[config.mk]
export PLATFORM = sky130hd
export DESIGN_NAME = thcm_top
export DESIGN_NICKNAME = d
export VERILOG_FILES = /design/src/hw/thcm_pkg.sv /design/src/hw/thcm_top.sv
export SDC_FILE = /design/constraint.sdc
export NUM_CORES = 1
export LEC_CHECK = 0
export ABC_AREA = 1
export ABC_CLOCK_PERIOD_IN_PS = 2300
export BUFFER_PORTS_ARGS = -buffer_cell sky130_fd_sc_hd__buf_2
export CORE_ASPECT_RATIO = 0.7
export CORE_MARGIN = 10
export CORE_UTILIZATION = 56
export CTS_BUF_LIST = sky130_fd_sc_hd__clkbuf_8 sky130_fd_sc_hd__clkbuf_16
export DETAILED_ROUTE_END_ITERATION = 8
export GPL_ROUTABILITY_DRIVEN = 0
export PLACE_DENSITY = 0.77
export SYNTH_ARGS = -nofsm -noshare
export SYNTH_HDL_FRONTEND = slang
export SYNTH_SLANG_ARGS = --single-unit
[constraint.sdc]
create_clock -name clk_sys_in -period 2.3 [get_ports clk_sys_in]
set_clock_uncertainty 0.15 [all_clocks]
set_input_delay 0.115 -clock clk_sys_in [delete_from_list [all_inputs] [get_ports clk_sys_in]]
set_output_delay 0.115 -clock clk_sys_in [all_outputs]
set_load 0.05 [all_outputs]
[src/hw/thcm_pkg.sv]
// constants and types shared by the two-hand control monitor
package thcm_pkg;

   // timing
   localparam int unsigned THCM_CLK_HZ      = 20_000_000;
   localparam int unsigned THCM_WIN_MS      = 500;
   localparam int unsigned THCM_WIN_CYC     = THCM_WIN_MS * (THCM_CLK_HZ / 1000);
   localparam int unsigned THCM_CNT_W       = 24;

   // instance limits of the relay
   localparam int unsigned THCM_MAX_SINGLE  = 7;
   localparam int unsigned THCM_MAX_DUAL    = 3;

   // diagnostics codes
   localparam logic [15:0] THCM_DG_OFF      = 16'h0000;
   localparam logic [15:0] THCM_DG_REST     = 16'h2016;
   localparam logic [15:0] THCM_DG_ARM      = 16'h2017;
   localparam logic [15:0] THCM_DG_HOLD     = 16'h2018;
   localparam logic [15:0] THCM_DG_ON       = 16'h800B;
   localparam logic [15:0] THCM_DG_LATE     = 16'hF006;
   localparam logic [15:0] THCM_DG_START    = 16'hF018;

   // configuration after reset
   localparam logic        THCM_RST_DUAL    = 1'b1;
   localparam logic        THCM_RST_EXT_EN  = 1'b0;

   typedef enum logic [7:0] {
      THCM_ST_OFF       = 8'h01,
      THCM_ST_START     = 8'h02,
      THCM_ST_REST      = 8'h04,
      THCM_ST_ARM       = 8'h08,
      THCM_ST_ON        = 8'h10,
      THCM_ST_HOLD      = 8'h20,
      THCM_ST_ERR_LATE  = 8'h40,
      THCM_ST_ERR_START = 8'h80
   } thcm_state_e;

   typedef struct packed {
      logic four;
      logic three;
      logic two;
      logic one;
   } thcm_btn_s;

   typedef struct packed {
      logic dual_channel_eval;
      logic ext_enable;
   } thcm_cfg_s;

endpackage : thcm_pkg

[src/hw/thcm_top.sv]
// two-hand control monitor: evaluation, 500 ms window, release, fault, diagnostics
//
// Behaviour
// - evaluation selects single or dual channel; dual is in force after reset.
// - single channel uses inputs one and two, one make contact per button.
// - inputs three and four are only evaluated in dual-channel mode.
// - enable input gates the block when external enable is chosen; default not required.
// - release asserted only when every condition for normal operation holds.
// - fault asserted while an error is present, visible to any logic.
// - diagnostics word reports the current internal state.
// - relay supports up to seven single or three dual instances.
// - release lasts only while the station stays actuated.
// - release output can drive one or several safety outputs directly.
// - release only if the full actuation completes within 500 ms.
// - late actuation flags an error, cleared when buttons return to rest or the block is disabled.
// - any change on a monitored input drops an asserted release.
// - diagnostics codes mark rest, released, too late and operated at startup.
`timescale 1ns/1ps

module thcm_top
   import thcm_pkg::*;
#(
   parameter int unsigned WIN_CYC = THCM_WIN_CYC
) (
   input  wire logic        clk_sys_in,
   input  wire logic        rst_b_in,
   input  wire logic        button_in_one,
   input  wire logic        button_in_two,
   input  wire logic        button_in_three,
   input  wire logic        button_in_four,
   input  wire logic        block_enable_in,
   input  wire logic        cfg_load_in,
   input  wire logic        cfg_dual_in,
   input  wire logic        cfg_ext_enable_in,
   output logic             release_out,
   output logic             fault_out,
   output logic [15:0]      diag_word_out
);

   localparam logic [THCM_CNT_W-1:0] WIN_LAST = THCM_CNT_W'(WIN_CYC - 1);

   // pattern of a correctly actuated station
   function automatic logic fn_actuated(input thcm_btn_s b, input logic dual);
      if (dual) begin
         fn_actuated = b.one & ~b.two & b.three & ~b.four;
      end else begin
         fn_actuated = b.one & b.two;
      end
   endfunction : fn_actuated

   // pattern of a station at rest
   function automatic logic fn_at_rest(input thcm_btn_s b, input logic dual);
      if (dual) begin
         fn_at_rest = ~b.one & b.two & ~b.three & b.four;
      end else begin
         fn_at_rest = ~b.one & ~b.two;
      end
   endfunction : fn_at_rest

   function automatic logic [15:0] fn_diag(input thcm_state_e s);
      unique case (s)
         THCM_ST_OFF:       fn_diag = THCM_DG_OFF;
         THCM_ST_START:     fn_diag = THCM_DG_REST;
         THCM_ST_REST:      fn_diag = THCM_DG_REST;
         THCM_ST_ARM:       fn_diag = THCM_DG_ARM;
         THCM_ST_ON:        fn_diag = THCM_DG_ON;
         THCM_ST_HOLD:      fn_diag = THCM_DG_HOLD;
         THCM_ST_ERR_LATE:  fn_diag = THCM_DG_LATE;
         THCM_ST_ERR_START: fn_diag = THCM_DG_START;
         default:           fn_diag = THCM_DG_OFF;
      endcase
   endfunction : fn_diag

   thcm_btn_s              btn;
   thcm_cfg_s              cfg_q;
   thcm_state_e            state_q;
   thcm_state_e            state_d;
   logic [THCM_CNT_W-1:0]  arm_cnt_q;
   logic                   active;
   logic                   act_now;
   logic                   rest_now;
   logic                   win_over;

   assign btn      = '{four: button_in_four, three: button_in_three,
                       two: button_in_two, one: button_in_one};
   assign active   = ~cfg_q.ext_enable | block_enable_in;
   assign act_now  = fn_actuated(btn, cfg_q.dual_channel_eval);
   assign rest_now = fn_at_rest(btn, cfg_q.dual_channel_eval);
   assign win_over = (arm_cnt_q == WIN_LAST);

   // configuration, defaults to dual channel without external enable
   always_ff @(posedge clk_sys_in) begin
      if (!rst_b_in) begin
         cfg_q <= '{dual_channel_eval: THCM_RST_DUAL, ext_enable: THCM_RST_EXT_EN};
      end else if (cfg_load_in) begin
         cfg_q <= '{dual_channel_eval: cfg_dual_in, ext_enable: cfg_ext_enable_in};
      end
   end

   always_comb begin
      state_d = state_q;
      if (!active) begin
         state_d = THCM_ST_OFF;
      end else begin
         unique case (state_q)
            THCM_ST_OFF:   state_d = THCM_ST_START;
            THCM_ST_START: state_d = rest_now ? THCM_ST_REST : THCM_ST_ERR_START;
            THCM_ST_REST: begin
               if (!rest_now) begin
                  state_d = act_now ? THCM_ST_ON : THCM_ST_ARM;
               end
            end
            THCM_ST_ARM: begin
               if (act_now) begin
                  state_d = THCM_ST_ON;
               end else if (rest_now) begin
                  state_d = THCM_ST_REST;
               end else if (win_over) begin
                  state_d = THCM_ST_ERR_LATE;
               end
            end
            THCM_ST_ON: begin
               if (!act_now) begin
                  state_d = rest_now ? THCM_ST_REST : THCM_ST_HOLD;
               end
            end
            THCM_ST_HOLD,
            THCM_ST_ERR_LATE,
            THCM_ST_ERR_START: begin
               if (rest_now) begin
                  state_d = THCM_ST_REST;
               end
            end
            default: state_d = THCM_ST_OFF;
         endcase
      end
   end

   always_ff @(posedge clk_sys_in) begin
      if (!rst_b_in) begin
         state_q <= THCM_ST_OFF;
      end else begin
         state_q <= state_d;
      end
   end

   // synchronism window counter
   always_ff @(posedge clk_sys_in) begin
      if (!rst_b_in) begin
         arm_cnt_q <= '0;
      end else if (state_q == THCM_ST_ARM && state_d == THCM_ST_ARM && !win_over) begin
         arm_cnt_q <= arm_cnt_q + THCM_CNT_W'(1);
      end else if (state_q != THCM_ST_ARM) begin
         arm_cnt_q <= '0;
      end
   end

   // outputs registered alongside the state
   always_ff @(posedge clk_sys_in) begin
      if (!rst_b_in) begin
         release_out   <= 1'b0;
         fault_out     <= 1'b0;
         diag_word_out <= THCM_DG_OFF;
      end else begin
         release_out   <= (state_d == THCM_ST_ON);
         fault_out     <= (state_d == THCM_ST_ERR_LATE) ||
                          (state_d == THCM_ST_ERR_START);
         diag_word_out <= fn_diag(state_d);
      end
   end
endmodule : thcm_top

==> run_results.csv <==
group,metric,value,unit
synth,syn_area,2580,µm²
power_and_ir_drop,powerDensity,543,nW/µm²
power_and_ir_drop,p_sw,461,µW
floorplanning,core,4400,µm²
layout,fin_nets,431,
grt,antenna_found_initial,0,
grt,grt_max_degree,29,
floorplanning,row_count,20,
place,port_buffers,20,
timing,clock.fmax,0.484,GHz
worst_setup_path,worstSetupStartpoint,"arm_cnt_q[1]",
cts,clkSinkCount,43,
outcome,status,"finished, final reports clean",
synth,synth_cells,396,
power_and_ir_drop,p_clk_share,32.2,%
cts,clk_pin_slew_worst_paths,80,ps
timing,setup_viol,0,
floorplanning,ios,28,
drt,drc,0,
timing,worst_pin_slew,586,ps
worst_setup_path,worst_ep_arrival_time,2130,ps
drt,dr.pass1.iters,5,
cts,h-tree-depth,2,
floorplanning,start_util,58.5,%
drt,via_count,2461,
drt,ant_nets,0,
power_and_ir_drop,power_leakage,0.00133,µW
worst_setup_path,endpoint,"diag_word_out[13]",
worst_setup_path,r2r_cells,10,
synth,synth_seq_area_share,33.4,%
synth,synth_cell_type_count,31,
timing,timing.final.hold_violations,0,
power_and_ir_drop,total_power,1530,µW
min_path,hp-class,"input port to flip-flop",
floorplanning,fp.dieW,101,µm
drt,drt_iter0_markers,211,
cts,numCtsBuffers,5,
place,dp.cells,462,
cts,clockRootBuffer,"clkbuf_8",
drt,viasPerCell,5.18,
grt,first_global_vias,2124,
worst_setup_path,critPathRequiredTime,2360,ps
worst_setup_path,startpoint_type,"flip-flop",
cts,cts_tree,"yes",
power_and_ir_drop,p_int,1070,µW
grt,grt_pass1_wl,9780,µm
place,detailedPlace.worstSlack,122,ps
floorplanning,die_area,7760,µm²
timing,min_period,2070,ps
layout,n_antenna_cell,0,
worst_setup_path,critical_path_class,"flip-flop to flip-flop",
power_and_ir_drop,seqPwrFrac,51.0,%
timing,layout_setup_ws,234,ps
synth,ys_ff_latch,43,
power_and_ir_drop,power_frac_comb,16.8,%
timing,slew_violations,0,
place,dp_hpwl,4350,µm
grt,track_usage,15.1,%
floorplanning,die_h,76.8,µm
timing,slew_headroom,60.7,%
cts,clockBufferDepth,2,
drt,post_drt_wl_per_cell,12.4,µm
drt,routed_wl,5880,µm
synth,synth_warnings,0,
synth,avgSynthCellArea,6.51,µm²
worst_setup_path,cp-end-kind,"flip-flop",
cts,insertion_delay,300,ps
power_and_ir_drop,ir_drop,674,µV
worst_setup_path,r2r-end,"diag_word_out[13]",
timing,whs,111,ps
worst_setup_path,ff2ff_setup_slack,230,ps
worst_setup_path,crit_fanout,28,
power_and_ir_drop,p_sw_share,30.1,%
timing,final.setup.tns,0,ps
cts,postCtsSetupBuffers,0,
flow_run,cap_violations,0,
timing,post-route-period-util,89.8,%
layout,layout-drive-gt1-share,11.0,%
layout,fin_cells,475,
worst_setup_path,rr_startpoint,"arm_cnt_q[1]",
layout,area_growth,9.61,%
grt,grt-ovfl-total,0,
## power groups by stage
| stage | Combinational (µW) | Sequential, µW | Clock (µW) |
|---|---|---|---|
| 4_1_cts | 256 | 783 | 502 |
| 6_report | 257 | 783 | 494 |
| 3_5_place_dp | 246 | 801 | 0 |
| 3_3_place_gp | 242 | 800 | 0 |
| 2_1_floorplan | 143 | 864 | 0 |
| 5_1_grt | 280 | 787 | 535 |
## kinds of logic after synthesis
logic type | synth area share [%]
buf+inv | 13.7
fa+ha+maj | 0.485
compound gates | 7.28
flops | 33.4
other cells | 0.145
xor+xnor | 6.46
simple gates | 38.5
## synthesized netlist by cell type, drive strengths merged
library cell	n	area share, %
nand4	16	3.9
a21oi	24	4.7
inv	56	8.2
xor2	16	5.4
nand3	35	7.5
buf	16	4.9
nand2	95	14
or2	1	0.34
clkbuf	5	0.73
dfxtp	43	33
o21ai	7	1.4
nor3	11	2.1
xnor2	3	1.0
o21bai	1	0.73
o211ai	1	0.29
a31oi	1	0.24
conb	1	0.15
ha	1	0.49
and2	1	0.24
nor4	5	1.2
nor2	57	9.0
## how the worst min path moves through the flow
stage / end / start / cells after the start / slack [ps]
3_3_place_gp: cfg_q[1] / cfg_dual_in / 3 / 180
2_1_floorplan: cfg_q[1] / cfg_load_in / 2 / 90
6_report: state_q[0] / block_enable_in / 4 / 110
3_5_place_dp: cfg_q[1] / cfg_dual_in / 3 / 200
5_1_grt: state_q[0] / block_enable_in / 4 / 150
4_1_cts: state_q[0] / block_enable_in / 4 / 110
## stage by stage
stage	instance area, µm²	utilization, %
after floorplan	2600	-
after global placement	2670	60.6
after detailed placement	2670	60.6
after CTS	2820	64.0
after global routing	2830	64.1
final	2830	64.1
## area by class of cell
class / instances / area, µm²
clock buffers: 6 / 82.6
clock inverters: 1 / 5.00
fillers: 439 / 1580
inverters: 56 / 213
multi-input cells: 282 / 1390
flip-flops and latches: 43 / 861
well taps: 55 / 68.8
repair buffers: 32 / 205
## metal layers
layer  GRT usage [%]  wire length, µm  up-vias
met5               0                0        -
met4            5.00               78        0
met3            4.48              422        8
met2            20.3             2320       67
met1            22.0             3060     1097
li1                -                -     1289
## worst max-delay path: stages, from the launching register on
cell and delay (ps):
dfxtp_1 360, ha_1 240, nand3_2 170, nor2_1 160, nand3_1 120, nand4_1 130, o21bai_4 110, nand2_4 270
nand4_1 130, nand2_1 100, inv_1 40
## placed cells by master (no fill, tap or decap), types with 2 or more instances in the layout
cell type,count
nand2_1,93
nor2_1,54
inv_1,53
dfxtp_1,43
nand3_1,32
a21oi_1,24
buf_2,20
nand4_1,16
xor2_1,16
nor3_1,11
o21ai_0,7
conb_1,7
clkbuf_8,6
dlygate4sd3_1,6
buf_4,6
nor4_1,5
xnor2_1,3
nor2_4,2
inv_2,2
nand3_2,2
## state kept, by name (all words and copies together) (netlist names)
signal	cells
cfg_q	2
release_out	1
state_q	8
arm_cnt_q	24
fault_out	1
diag_word_out	7
## repair_timing
action | 4_1_cts | 5_1_grt
endpoints found under the setup margin | 0 | 24
gates resized for setup | 0 | 3
hold buffers | 6 | 0
endpoints found under the hold margin | 9 | 0
Note: power is estimated with default switching activity, not from simulation.
